### src/rtl/elm_pkg.sv
// Purpose: shared constants and types of the event log mission control block
// Assumes: byte-wide register port, 50 MHz core clock
// Notes:   control byte layout matches elm_ctrl_type field order, msb first
package elm_pkg;

  // register offsets on the byte register port
  localparam logic [7:0] CTRL_OFFSET   = 8'h0E;
  localparam logic [7:0] STATUS_OFFSET = 8'h0F;

  // control register field positions
  localparam int CTRL_ARM_BIT      = 7;
  localparam int CTRL_ERASE_BIT    = 6;
  localparam int CTRL_WRAP_BIT     = 3;
  localparam int CTRL_OSC_BIT      = 0;

  // status register field positions (other bits of that byte live elsewhere)
  localparam int STAT_WIPED_BIT    = 6;
  localparam int STAT_ACTIVE_BIT   = 5;
  localparam int STAT_WIPE_CMD_BIT = 4;
  localparam int STAT_WRAP_BIT     = 2;

  // values after reset
  localparam logic [7:0] CTRL_RESET  = 8'h00;
  localparam logic       WIPED_RESET = 1'b0;

  // interval_select and edge_select encodings
  localparam logic [1:0] INTERVAL_ALARM = 2'h0;
  localparam logic [1:0] INTERVAL_SEC   = 2'h1;
  localparam logic [1:0] INTERVAL_MIN   = 2'h2;
  localparam logic [1:0] INTERVAL_HOUR  = 2'h3;
  localparam logic [1:0] EDGE_NONE      = 2'h0;
  localparam logic [1:0] EDGE_FALL      = 2'h1;
  localparam logic [1:0] EDGE_RISE      = 2'h2;
  localparam logic [1:0] EDGE_BOTH      = 2'h3;

  // gap counter limit and log geometry
  localparam logic [15:0] GAP_MAX     = 16'hFFFF;
  localparam int          LOG_WORDS   = 1024;
  localparam int          EVT_CNT_W   = 24;
  localparam int          STAMP_W     = 64;

  typedef struct packed {
    logic       arm;
    logic       erase_arm;
    logic [1:0] interval;
    logic       wrap_en;
    logic [1:0] edge_sel;
    logic       osc_en;
  } elm_ctrl_type;

  typedef enum logic [1:0] {
    ELM_IDLE  = 2'b01,
    ELM_ERASE = 2'b10
  } elm_state_type;

endpackage

### src/rtl/elm_edge_detect.sv
// Purpose: synchronise the event pin and pick the configured edges
// Assumes: event_pin is asynchronous to core_clk
// Notes:   one-cycle event pulse, two to three cycles after the pin moves
`timescale 1ns/1ns
`default_nettype none
module elm_edge_detect (
  input  wire logic       core_clk,
  input  wire logic       arst_n,
  input  wire logic       event_pin,
  input  wire logic [1:0] edge_select,
  output logic            event_pulse
);

  logic sync1_r;
  logic sync2_r;
  logic prev_r;
  logic event_nxt;

  // first stage feeds only the second stage
  always_ff @(posedge core_clk or negedge arst_n) begin
    if (!arst_n) begin
      sync1_r <= 1'b0;
      sync2_r <= 1'b0;
      prev_r  <= 1'b0;
    end else begin
      sync1_r <= event_pin;
      sync2_r <= sync1_r;
      prev_r  <= sync2_r;
    end
  end

  // edge pick; the all-zero select never fires
  wire rise_w = sync2_r & ~prev_r;
  wire fall_w = ~sync2_r & prev_r;
  assign event_nxt = (edge_select[1] & rise_w) | (edge_select[0] & fall_w);

  always_ff @(posedge core_clk or negedge arst_n) begin
    if (!arst_n) begin
      event_pulse <= 1'b0;
    end else begin
      event_pulse <= event_nxt;
    end
  end

endmodule
`default_nettype wire

### src/rtl/elm_mission_ctrl.sv
// Purpose: mission control of the event recorder: arm, start, stop, erase, log
// Assumes: tick inputs are one-cycle pulses from the clock/calendar on core_clk
// Notes:   rules below, carried by the logic blocks further down
// Notes on behaviour
// - arm settable only while memory reads wiped
// - armed pin event starts mission and stamps
// - host start while unarmed also sets arm
// - any mission stop clears arm
// - erase needs erase_arm then wipe_command
// - erase end clears erase_arm, sets wiped
// - other command after erase_arm cancels it
// - interval_select picks alarm, second, minute, hour
// - no mission start with interval zero
// - gap saturation logs maximum and restarts
// - saturation leaves event counter alone
// - later events log gap and restart it
// - gap follows clock register increments
// - event before first tick logs zero
// - wrap restamps, then overwrites from zero
// - no wrap: stop logging, keep counting
// - edge_select picks falling, rising, both
// - zero edge_select ignores pin, no start
// - osc_enable clear halts timekeeping
// - no start or erase without osc_enable
// - main supply keeps oscillator running
// - any host write during mission stops it
// - host writing mission_active zero stops mission
// - event after full log sets wrap_flag
// - mission start clears wiped_flag
`timescale 1ns/1ns
`default_nettype none
module elm_mission_ctrl #(
  parameter int LOG_WORDS = elm_pkg::LOG_WORDS,
  parameter int CNT_W     = elm_pkg::EVT_CNT_W,
  parameter int STAMP_W   = elm_pkg::STAMP_W,
  localparam int AW       = $clog2(LOG_WORDS)
) (
  input  wire logic               core_clk,
  input  wire logic               arst_n,
  input  wire logic               wr_en,
  input  wire logic [7:0]         wr_addr,
  input  wire logic [7:0]         wr_data,
  input  wire logic [7:0]         rd_addr,
  output logic      [7:0]         rd_data,
  input  wire logic               event_pin,
  input  wire logic               supply_main_high,
  input  wire logic               sec_tick,
  input  wire logic               min_tick,
  input  wire logic               hour_tick,
  input  wire logic [STAMP_W-1:0] rtc_time,
  output logic                    osc_run,
  output logic                    alarm_int_en,
  output logic                    log_we,
  output logic      [AW-1:0]      log_addr,
  output logic      [15:0]        log_data,
  output logic      [STAMP_W-1:0] start_stamp,
  output logic      [15:0]        wrap_stamp,
  output logic      [CNT_W-1:0]   event_count,
  output logic                    mission_active,
  output logic                    wiped_flag,
  output logic                    wrap_flag
);

  if (LOG_WORDS < 2 || (1 << AW) != LOG_WORDS) begin : g_bad_depth
    $error("LOG_WORDS must be a power of two of at least 2");
  end
  if (CNT_W < 2) begin : g_bad_cnt
    $error("CNT_W must be at least 2");
  end

  function automatic logic reg_hit(input logic [7:0] addr, input logic [7:0] offs);
    reg_hit = (addr == offs);
  endfunction

  elm_pkg::elm_ctrl_type  ctrl_r;
  elm_pkg::elm_state_type state_r;
  logic [15:0]            gap_r;
  logic [AW-1:0]          ptr_r;
  logic [AW-1:0]          erase_idx_r;
  logic                   full_r;
  logic                   supply_s1_r;
  logic                   supply_s2_r;
  logic                   event_pulse;

  elm_edge_detect u_edge (
    .core_clk    (core_clk),
    .arst_n      (arst_n),
    .event_pin   (event_pin),
    .edge_select (ctrl_r.edge_sel),
    .event_pulse (event_pulse)
  );

  // supply comparator output arrives from the analog side, so synchronise it
  always_ff @(posedge core_clk or negedge arst_n) begin
    if (!arst_n) begin
      supply_s1_r <= 1'b0;
      supply_s2_r <= 1'b0;
    end else begin
      supply_s1_r <= supply_main_high;
      supply_s2_r <= supply_s1_r;
    end
  end

  // command decode
  wire ctrl_wr  = wr_en & reg_hit(wr_addr, elm_pkg::CTRL_OFFSET);
  wire stat_wr  = wr_en & reg_hit(wr_addr, elm_pkg::STATUS_OFFSET);
  wire idle_w   = (state_r == elm_pkg::ELM_IDLE);
  wire start_ok = ctrl_r.osc_en & (ctrl_r.interval != elm_pkg::INTERVAL_ALARM)
                & (ctrl_r.edge_sel != elm_pkg::EDGE_NONE) & wiped_flag & idle_w;
  wire host_start = stat_wr & wr_data[elm_pkg::STAT_ACTIVE_BIT] & ~ctrl_r.arm
                  & ~mission_active & start_ok;
  wire pin_start  = event_pulse & ctrl_r.arm & ~mission_active & start_ok;
  wire any_start  = host_start | pin_start;
  wire mission_end = mission_active & wr_en;
  wire wipe_go    = stat_wr & wr_data[elm_pkg::STAT_WIPE_CMD_BIT] & ctrl_r.erase_arm
                  & ctrl_r.osc_en & idle_w;
  wire erase_done = (state_r == elm_pkg::ELM_ERASE) & (erase_idx_r == AW'(LOG_WORDS - 1));

  // tick for the gap counter follows the chosen calendar register
  wire tick_pick  = (ctrl_r.interval == elm_pkg::INTERVAL_SEC)  ? sec_tick :
                    (ctrl_r.interval == elm_pkg::INTERVAL_MIN)  ? min_tick :
                    (ctrl_r.interval == elm_pkg::INTERVAL_HOUR) ? hour_tick : 1'b0;
  wire tick_w     = tick_pick & osc_run;
  wire evt_live   = mission_active & event_pulse & ~mission_end;
  wire sat_w      = mission_active & ~mission_end & ~event_pulse & tick_w
                  & (gap_r == elm_pkg::GAP_MAX - 16'h0001);
  wire ptr_last   = (ptr_r == AW'(LOG_WORDS - 1));
  wire log_room   = ~full_r;

  // control byte: arm gated by wiped, erase_arm dropped by any other command
  always_ff @(posedge core_clk or negedge arst_n) begin
    if (!arst_n) begin
      ctrl_r <= elm_pkg::CTRL_RESET;
    end else begin
      if (ctrl_wr) begin
        ctrl_r     <= elm_pkg::elm_ctrl_type'(wr_data);
        ctrl_r.arm <= wr_data[elm_pkg::CTRL_ARM_BIT] & wiped_flag & ~mission_active;
      end else if (wr_en & ~wipe_go) begin
        ctrl_r.erase_arm <= 1'b0;
      end
      if (host_start) begin
        ctrl_r.arm <= 1'b1;
      end
      if (mission_end) begin
        ctrl_r.arm <= 1'b0;
      end
      if (erase_done) begin
        ctrl_r.erase_arm <= 1'b0;
      end
    end
  end

  // erase sequencer walks every log word writing zero
  always_ff @(posedge core_clk or negedge arst_n) begin
    if (!arst_n) begin
      state_r     <= elm_pkg::ELM_IDLE;
      erase_idx_r <= '0;
    end else begin
      case (state_r)
        elm_pkg::ELM_IDLE: begin
          erase_idx_r <= '0;
          if (wipe_go) begin
            state_r <= elm_pkg::ELM_ERASE;
          end
        end
        elm_pkg::ELM_ERASE: begin
          erase_idx_r <= erase_idx_r + AW'(1);
          if (erase_done) begin
            state_r <= elm_pkg::ELM_IDLE;
          end
        end
        default: begin
          state_r <= elm_pkg::ELM_IDLE;
        end
      endcase
    end
  end

  // mission state, counters and stamps
  always_ff @(posedge core_clk or negedge arst_n) begin
    if (!arst_n) begin
      mission_active <= 1'b0;
      wiped_flag     <= elm_pkg::WIPED_RESET;
      wrap_flag      <= 1'b0;
      full_r         <= 1'b0;
      ptr_r          <= '0;
      gap_r          <= '0;
      event_count    <= '0;
      start_stamp    <= '0;
      wrap_stamp     <= '0;
    end else if (erase_done) begin
      wiped_flag  <= 1'b1;
      wrap_flag   <= 1'b0;
      full_r      <= 1'b0;
      ptr_r       <= '0;
      gap_r       <= '0;
      event_count <= '0;
      start_stamp <= '0;
      wrap_stamp  <= '0;
    end else if (any_start) begin
      mission_active <= 1'b1;
      wiped_flag     <= 1'b0;
      start_stamp    <= rtc_time;
      wrap_stamp     <= '0;
      event_count    <= event_count + CNT_W'(1);
      gap_r          <= '0;
      ptr_r          <= '0;
      full_r         <= 1'b0;
    end else begin
      if (mission_end) begin
        mission_active <= 1'b0;
      end
      if (evt_live) begin
        event_count <= event_count + CNT_W'(1);
        gap_r       <= '0;
        if (log_room) begin
          ptr_r  <= ptr_r + AW'(1);
          full_r <= ptr_last;
        end else begin
          wrap_flag <= 1'b1;
          if (ctrl_r.wrap_en) begin
            start_stamp <= rtc_time;
            wrap_stamp  <= gap_r;
            full_r      <= 1'b0;
          end
        end
      end else if (sat_w) begin
        gap_r <= '0;
        if (log_room) begin
          ptr_r  <= ptr_r + AW'(1);
          full_r <= ptr_last;
        end
      end else if (mission_active & tick_w) begin
        gap_r <= gap_r + 16'h0001;
      end
    end
  end

  // log write port: erase zeros, event gaps or the saturation marker
  wire            log_we_nxt   = (state_r == elm_pkg::ELM_ERASE) | ((evt_live | sat_w) & log_room);
  wire [AW-1:0]   log_addr_nxt = (state_r == elm_pkg::ELM_ERASE) ? erase_idx_r : ptr_r;
  wire [15:0]     log_data_nxt = (state_r == elm_pkg::ELM_ERASE) ? 16'h0000 :
                                 sat_w ? elm_pkg::GAP_MAX : gap_r;
  wire [7:0]      stat_byte    = {1'b0, wiped_flag, mission_active, 1'b0, 1'b0, wrap_flag,
                                  2'h0};
  wire [7:0]      rd_nxt       = reg_hit(rd_addr, elm_pkg::CTRL_OFFSET)   ? 8'(ctrl_r) :
                                 reg_hit(rd_addr, elm_pkg::STATUS_OFFSET) ? stat_byte : 8'h00;

  // registered outputs; the supply override trumps osc_enable
  always_ff @(posedge core_clk or negedge arst_n) begin
    if (!arst_n) begin
      log_we       <= 1'b0;
      log_addr     <= '0;
      log_data     <= 16'h0000;
      rd_data      <= 8'h00;
      osc_run      <= 1'b0;
      alarm_int_en <= 1'b0;
    end else begin
      log_we       <= log_we_nxt;
      log_addr     <= log_addr_nxt;
      log_data     <= log_data_nxt;
      rd_data      <= rd_nxt;
      osc_run      <= ctrl_r.osc_en | supply_s2_r;
      alarm_int_en <= (ctrl_r.interval == elm_pkg::INTERVAL_ALARM);
    end
  end

  // checks tying outputs back to their causes
  AST_ARM_NEEDS_WIPED: assert property (@(posedge core_clk) disable iff (!arst_n)
    $rose(ctrl_r.arm) |-> $past(wiped_flag))
    else $error("arm rose while memory not wiped");

  AST_STOP_CLEARS_ARM: assert property (@(posedge core_clk) disable iff (!arst_n)
    $fell(mission_active) |-> !ctrl_r.arm)
    else $error("arm left set after mission stop");

  AST_START_NEEDS_INTERVAL: assert property (@(posedge core_clk) disable iff (!arst_n)
    $rose(mission_active) |-> $past(ctrl_r.interval) != elm_pkg::INTERVAL_ALARM)
    else $error("mission started with interval zero");

  AST_START_NEEDS_OSC: assert property (@(posedge core_clk) disable iff (!arst_n)
    $rose(mission_active) |-> $past(ctrl_r.osc_en) && $past(ctrl_r.edge_sel) != 2'h0)
    else $error("mission started without oscillator or edge");

  AST_START_CLEARS_WIPED: assert property (@(posedge core_clk) disable iff (!arst_n)
    $rose(mission_active) |-> !wiped_flag && event_count == $past(event_count) + CNT_W'(1))
    else $error("start did not clear wiped or count the event");

  AST_ERASE_DONE: assert property (@(posedge core_clk) disable iff (!arst_n)
    erase_done |=> wiped_flag && !ctrl_r.erase_arm && event_count == '0 && !wrap_flag)
    else $error("erase end state wrong");

  AST_SAT_NO_COUNT: assert property (@(posedge core_clk) disable iff (!arst_n)
    sat_w |=> gap_r == 16'h0000 && $stable(event_count))
    else $error("saturation changed event count");

  AST_WRITE_STOPS: assert property (@(posedge core_clk) disable iff (!arst_n)
    mission_active && wr_en |=> !mission_active)
    else $error("host write did not stop mission");

  AST_OSC_FOLLOWS: assert property (@(posedge core_clk) disable iff (!arst_n)
    supply_s2_r |=> osc_run)
    else $error("oscillator stopped while on main supply");

  AST_NO_EDGE_NO_EVENT: assert property (@(posedge core_clk) disable iff (!arst_n)
    ctrl_r.edge_sel == elm_pkg::EDGE_NONE ##1 ctrl_r.edge_sel == elm_pkg::EDGE_NONE
    |-> !event_pulse)
    else $error("event seen with edge select zero");

endmodule
`default_nettype wire

### config.mk
export PLATFORM = sky130hd
export DESIGN_NAME = elm_mission_ctrl
export DESIGN_NICKNAME = d
export VERILOG_FILES = /design/src/rtl/elm_pkg.sv /design/src/rtl/elm_edge_detect.sv /design/src/rtl/elm_mission_ctrl.sv
export SDC_FILE = /design/constraint.sdc
export NUM_CORES = 1
export LEC_CHECK = 0
export BUFFER_PORTS_ARGS = -buffer_cell sky130_fd_sc_hd__buf_2
export CAP_MARGIN = 5
export CORE_MARGIN = 10
export CORE_UTILIZATION = 50
export CTS_BUF_LIST = sky130_fd_sc_hd__clkbuf_4 sky130_fd_sc_hd__clkbuf_8
export DETAILED_ROUTE_END_ITERATION = 8
export GPL_TIMING_DRIVEN = 1
export PLACE_DENSITY_LB_ADDON = 0.3
export SKIP_LAST_GASP = 1
export SYNTH_ARGS = -nofsm -noshare
export SYNTH_HDL_FRONTEND = slang
export SYNTH_HIERARCHICAL = 1
export SYNTH_SLANG_ARGS = --single-unit
### constraint.sdc
create_clock -name core_clk -period 3.26 [get_ports core_clk]
set_input_delay 0 -clock core_clk [delete_from_list [all_inputs] [get_ports core_clk]]
set_output_delay 0 -clock core_clk [all_outputs]
set_load 0.03 [all_outputs]
# Yosys cells after proc, flatten, opt, wreduce, memory -nomap -nowiden
# Cells that the tools add are included.
[op_classes] add_sub_neg=4 multipliers=0 n_div=0 n_lt_le_gt_ge=0 eq_ne=15 n_shift=0 muxes=56 n_bitwise=49 reduce_logical=19
[ops] op="two-way mux 64 bit" count=5
[ops] op="two-way mux 16 bit" count=12
[ops] op="two-way mux 24 bit" count=3
[ops] op="two-way mux 10 bit" count=6
[ops] op="bitwise AND 1 bit" count=35
[ops] op="equality test 8 x 4 -> 1 bit, second input constant" count=4
[ops] op="adder 24 x 1 -> 24 bit, second input constant" count=1
[ops] op="two-way mux 1 bit" count=24
[ops] op="adder 10 x 1 -> 10 bit, second input constant" count=2
[ops] op="equality test 10 bit, second input constant" count=2
[ops] op="case mux 10 bit (2 select lines)" count=1
[ops] op="adder 16 x 1 -> 16 bit, second input constant" count=1
[ops] op="equality test 16 bit, second input constant" count=1
[ops] op="nonzero test 3 bit" count=5
[ops] op="nonzero test 2 bit" count=7
[ops] op="NOT 1 bit" count=9
[ops] op="two-way mux 8 bit" count=1
[ops] op="two-way mux 7 bit" count=1
[ops] op="equality test 2 bit, second input constant" count=3
[ops] op="AND reduction 3 bit" count=2
[ops] op="OR 1 bit" count=5
[ops] op="nonzero test 5 bit" count=1
[ops] op="equality test 2 x 1 -> 1 bit, second input constant" count=2
[ops] op="two-way mux 2 bit" count=2
[ops] op="other kinds (6)" count=8
[totals] ff_bits=197 latch_bits=0 ram_bits=0 rom_bits=0 out_inout_bits=144 n_memories=0

# Logic depth before layout (Yosys ltp)
[depth] word_depth=11 depth_mapped=9 mapped_depth_nobuf=7

# By module
# Netlist, hierarchy kept.
[by_module_without_submodules] module="elm_mission_ctrl" instances=1 cells_each=872 area_per_inst_um2=8740.9
[by_module_without_submodules] module="elm_edge_detect" instances=1 cells_each=7 area_per_inst_um2=120.1

# Least setup slack after synthesis
# Ideal clock, no wire load.
[synth_path] path_kind="reg-to-reg" from="register mission_active" to="register start_stamp[54]" t_arrival_ns=2.299 required_ns=3.127 path_slack_ns=0.827 path_stages_with_launch=9 path_buffers=3 synth_period_minus_slack_ns=2.433 cell_sequence="dfrtp_1 -> buf_2 -> and4b_1 -> and4b_1 -> a211oi_2 -> and2_1 -> clkbuf_1 -> clkbuf_1 -> o21ai_0"
[synth_between] elab_chain_cells=6 word_cells_on_any_way=16 cone_classes="mux: 2; bitwise: 10; reduce/logical: 4"
[synth_rtl] element="from (decl)" line_no="elm_mission_ctrl.sv:59" text="output logic mission_active,"
[synth_rtl] element="from (signal assigned)" line_no="elm_mission_ctrl.sv:182" text="mission_active <= 1'b0;"
[synth_rtl] element="from (signal assigned)" line_no="elm_mission_ctrl.sv:201" text="mission_active <= 1'b1;"
[synth_rtl] element="from (signal assigned)" line_no="elm_mission_ctrl.sv:211" text="mission_active <= 1'b0;"
[synth_rtl] element="NOT 1 bit" line_no="elm_mission_ctrl.sv:111, elm_mission_ctrl.sv:112"
[synth_rtl] element="bitwise AND 1 bit (on tied branches) (2 in a row)" line_no="elm_mission_ctrl.sv:111, elm_mission_ctrl.sv:112"
[synth_rtl] element="OR 1 bit" line_no="elm_mission_ctrl.sv:113" text="wire any_start = host_start | pin_start;"
[synth_rtl] element="nonzero test 3 bit (no source line) / two-way mux 64 bit (equally long branches)"
[synth_rtl] element="AND reduction 3 bit (no source line) / two-way mux 64 bit (equally long branches)"
[synth_rtl] element="to (signal assigned)" line_no="elm_mission_ctrl.sv:203" text="start_stamp <= rtc_time;"
[synth_rtl] element="to (signal assigned)" line_no="elm_mission_ctrl.sv:222" text="start_stamp <= rtc_time;"
[synth_rtl] element="to (decl)" line_no="elm_mission_ctrl.sv:56" text="output logic [STAMP_W-1:0] start_stamp,"
# Several ways; a longest one is shown, not always the timed one.
# A chain may end at the register's enable or synchronous reset.

# Worst setup path after layout
[layout_path] from="register state_r[0]" to="register ptr_r[3]"
[layout_between] elab_chain_cells=6 word_cells_on_any_way=10 cone_classes="eq/ne: 2; mux: 2; bitwise: 5; reduce/logical: 1"
[layout_rtl] element="from (decl)" line_no="elm_mission_ctrl.sv:76" text="elm_pkg::elm_state_type state_r;"
[layout_rtl] element="from (signal assigned)" line_no="elm_mission_ctrl.sv:156" text="state_r <= elm_pkg::ELM_IDLE;"
[layout_rtl] element="from (signal assigned)" line_no="elm_mission_ctrl.sv:163" text="state_r <= elm_pkg::ELM_ERASE;"
[layout_rtl] element="from (signal assigned)" line_no="elm_mission_ctrl.sv:169" text="state_r <= elm_pkg::ELM_IDLE;"
[layout_rtl] element="equality test 2 x 1 -> 1 bit" line_no="elm_mission_ctrl.sv:107" text="wire idle_w = (state_r == elm_pkg::ELM_IDLE);"
[layout_rtl] element="bitwise AND 1 bit" line_no="elm_mission_ctrl.sv:109" text="& (ctrl_r.edge_sel != elm_pkg::EDGE_NONE) & wiped_flag & idle_w;"
[layout_rtl] element="bitwise AND 1 bit (on tied branches)" line_no="elm_mission_ctrl.sv:111, elm_mission_ctrl.sv:112"
[layout_rtl] element="OR 1 bit" line_no="elm_mission_ctrl.sv:113"
[layout_rtl] element="two-way mux 10 bit" line_no="elm_mission_ctrl.sv:200" text="end else if (any_start) begin"
[layout_rtl] element="two-way mux 10 bit" line_no="elm_mission_ctrl.sv:191" text="end else if (erase_done) begin"
[layout_rtl] element="to (signal assigned)" line_no="elm_mission_ctrl.sv:217" text="ptr_r <= ptr_r + AW'(1);"
[layout_rtl] element="to (signal assigned)" line_no="elm_mission_ctrl.sv:230" text="ptr_r <= ptr_r + AW'(1);"
[layout_rtl] element="to (decl)" line_no="elm_mission_ctrl.sv:78" text="logic [AW-1:0] ptr_r;"
# Several ways; a longest one is shown, not always the timed one.

==> results by group <==
Placed design
  • IO Port Bufs: 239
  • Placed instance area: ~10000 sq um
  • HPWL Detailed: 17000 microns
  • Post-place setup slack: 0.664 ns
  • Gpl congestion: a little over 0.8

Timing
  • Worst Tran Pin Value: ~0.88 ns
  • Clock skew: 0.0191 ns
  • Final setup violation count: 0
  • Min setup slack post-route: 0.646 ns
  • Final min period: about 2.6 ns
  • RSZ-0062 raised after global routing: false
  • Final count of hold timing violations: 0
  • Final Cycle Share: 80.2%
  • Final hold slack: 0.0219 ns
  • Final setup TNS: 0 ns
  • Rel. slew slack: 41.0%
  • F_max: around 0.38 GHz
  • Final Slew Violations: 0

Drt
  • DR iter-0 viols: 654
  • DRT antenna net count: 0
  • Pre-Repair DR Iteration Count: 5
  • DR WL/cell: 18.3 microns
  • Via count: 7887
  • DRC Markers: 0
  • Final WL: 26100 microns
  • DR vias/cell: 5.54

Global route
  • Grt total ovfl: 0
  • Initial antenna violation count: 1
  • Vias in the first global route: 7988
  • First-pass GRT wire length: 42400 microns
  • GR Util All Layers: 21.7%
  • Largest net degree at the start of global routing: 109

Die
  • FP Rows: 48
  • Die height: approximately 150 microns
  • I/O pins: between 200 and 250
  • Die area: between 20000 and 25000 sq um
  • CORE AREA: 17400 sq um
  • Chip width: 153 microns
  • Starting Density: 51.1%

Flow run
  • Max Cap Violations: 0

CTS
  • Clk buf depth: 2
  • Clock buffers created by TritonCTS: 17
  • Root cell of the clock tree: clkbuf_8
  • Post-CTS Setup Bufs: 0
  • CTS tree: done
  • Clock transition at the registers of the reported paths: 0.11 ns
  • # clock sinks: 197
  • Worst-skew pair later-pin latency: 0.47 ns
  • H-Tree Depth: 4

Final layout
  • Core Util, Final: 66.9%
  • Share of post-route cells with drive strength above 1: approximately 28%
  • Area growth syn-to-layout: 31.1%
  • Most common cell after layout, fill and taps aside: buf_2
  • Most frequent cells in the layout: buf_2, dfrtp_1, nand2_1, nand3_1, dlygate4sd3_1
  • Design area: around 12000 sq um
  • Final-stage net count: between 1000 and 1500

Critical path
  • CP endpoint kind: flop
  • Critical Path AT: between 3 and 4 ns
  • CP max FO: 25
  • CP Launch Type: flop
  • Critical path start-end classification: reg -> reg
  • Crit path required time: 3.66 ns

Power and ir drop
  • LEAKAGE: 0.00600 uW
  • PD cells: 372 nW/um^2
  • IR drop worst, VDD: 0.000268 V

Synthesis
  • Number of synthesized flops with an enable pin: 0
  • Synth area leaders: dfrtp_1, nand2_1, mux2i_1
  • Yosys top cell area share: 55.4%
  • Async set or reset register ratio after synthesis: 100%
  • Largest area contributor in the netlist: dfrtp_1
  • Most used DFF post-synth: dfrtp_1
  • Seq/Total Area, Yosys: 55.6%
  • Synth cell types: 57
  • Syn avg cell area: approximately 10 sq um
  • Seq cells post-synth: roughly 200
  • Post-Syn Instances: ~900
  • YS warnings: 6
  • Netlist Area Pre-Place: roughly 9000 sq um
  • Syn Nets: 982

Status
  • Run status: completed

Hold path
  • HP Class: in -> reg
[worst paths after layout]
kind,from,to,slack [ns],depth (start not counted)
max,state_r[0]$_DFFE_PN1P_,ptr_r[3]$_DFFE_PN0P_,0.65,9
min in group asynchronous,arst_n,supply_s1_r$_DFF_PN0_,0.17,2
max reg2reg,state_r[0]$_DFFE_PN1P_,ptr_r[3]$_DFFE_PN0P_,0.65,9
min,wr_addr[0],ctrl_r[6]$_DFFE_PN0P_,0.02,4
max in group asynchronous,arst_n,start_stamp[8]$_DFFE_PN0P_,2.13,3
min reg2reg,u_edge/sync1_r$_DFF_PN0_,u_edge/sync2_r$_DFF_PN0_,0.36,0
[layer usage]
metal  vias up  track usage [%]  share of wire, %
met2       258             36.2                51
li1       3696                -                 -
met5         -                0                 0
met4         0             9.45               3.6
met1      3867             26.5                40
met3        66             4.60               5.5
[synth_stat cells, types with 2 or more instances]
master,n
or4_1,5
a211oi_1,4
xnor2_1,2
o31ai_1,4
nor2_1,46
and4b_1,3
buf_2,2
o21a_1,2
nand3_1,91
buf_1,8
nand2_1,124
ha_1,7
dfrtp_1,196
xor2_1,8
inv_1,14
a21oi_1,33
a211oi_2,6
nand4_1,12
mux2i_1,46
or3_1,10
nor2b_1,13
clkbuf_1,45
o21ai_0,84
and2_1,10
a21o_1,2
o2111ai_1,6
nor4_1,4
nand2b_1,7
nand4b_1,4
and3_1,9
o211ai_1,4
and4_1,2
or2_2,16
mux2_2,16
a2111o_1,5
nor3_2,2
nor3_1,7
[through the flow]
step,power [uW],std cells
detailed placement,2660,1302
floorplan,2540,879
global route,4470,1423
CTS,4350,1422
global placement,2660,1302
finish,4320,1423
[cells by family (layout without fill, tap and decap cells)]
family | after synthesis | after routing | share of synthesized area [%]
compound gates | 159 | 159 | 10.9
xor+xnor | 10 | 10 | 0.988
fa+ha+maj | 7 | 7 | 0.988
buf+inv | 71 | 389 | 3.25
flops | 197 | 197 | 55.6
mux | 62 | 62 | 7.23
other cells | 0 | 1 | 0
simple gates | 373 | 373 | 21.0
[state kept, by name (all words and copies together), names as in the netlist, 2 cells and up]
signal and cells:
wrap_stamp 16, erase_idx_r 10, state_r 2, rd_data 8, log_addr 10, gap_r 16, start_stamp 64, ptr_r 10
ctrl_r 8, log_data 16, event_count 24
[timing repair]
item / CTS / global route
setup endpoints to repair: 0 / 0
endpoints found under the hold margin: 189 / 0
gates resized for setup: 0 / 0
hold buffers: 88 / 0
[critical path, cell delays in order (launching register included)]
cell	delay [ns]
dfstp_2	0.57
inv_1	0.05
ha_1	0.20
inv_1	0.22
nor4_4	0.10
buf_4	0.23
a211o_1	0.48
buf_12	0.24
a2111o_1	0.38
o21ai_0	0.07
[layout make-up]
type / instances / area (sq um)
clock buffers: 17 / 234
flip-flops and latches: 197 / 4930
multi-input cells: 611 / 3670
well taps: 225 / 282
clock inverters: 15 / 183
diodes: 1 / 2.50
inverters: 14 / 52.6
fillers: 1372 / 5740
repair buffers: 343 / 2260
[report_power, final]
part	switching [uW]	internal (uW)	leakage [uW]	total, uW
combinational	105	128	0.00319	234
sequential	9.01	2450	0.00260	2460
clock	972	654	0.000209	1630
(Power assumes the default switching activity.)
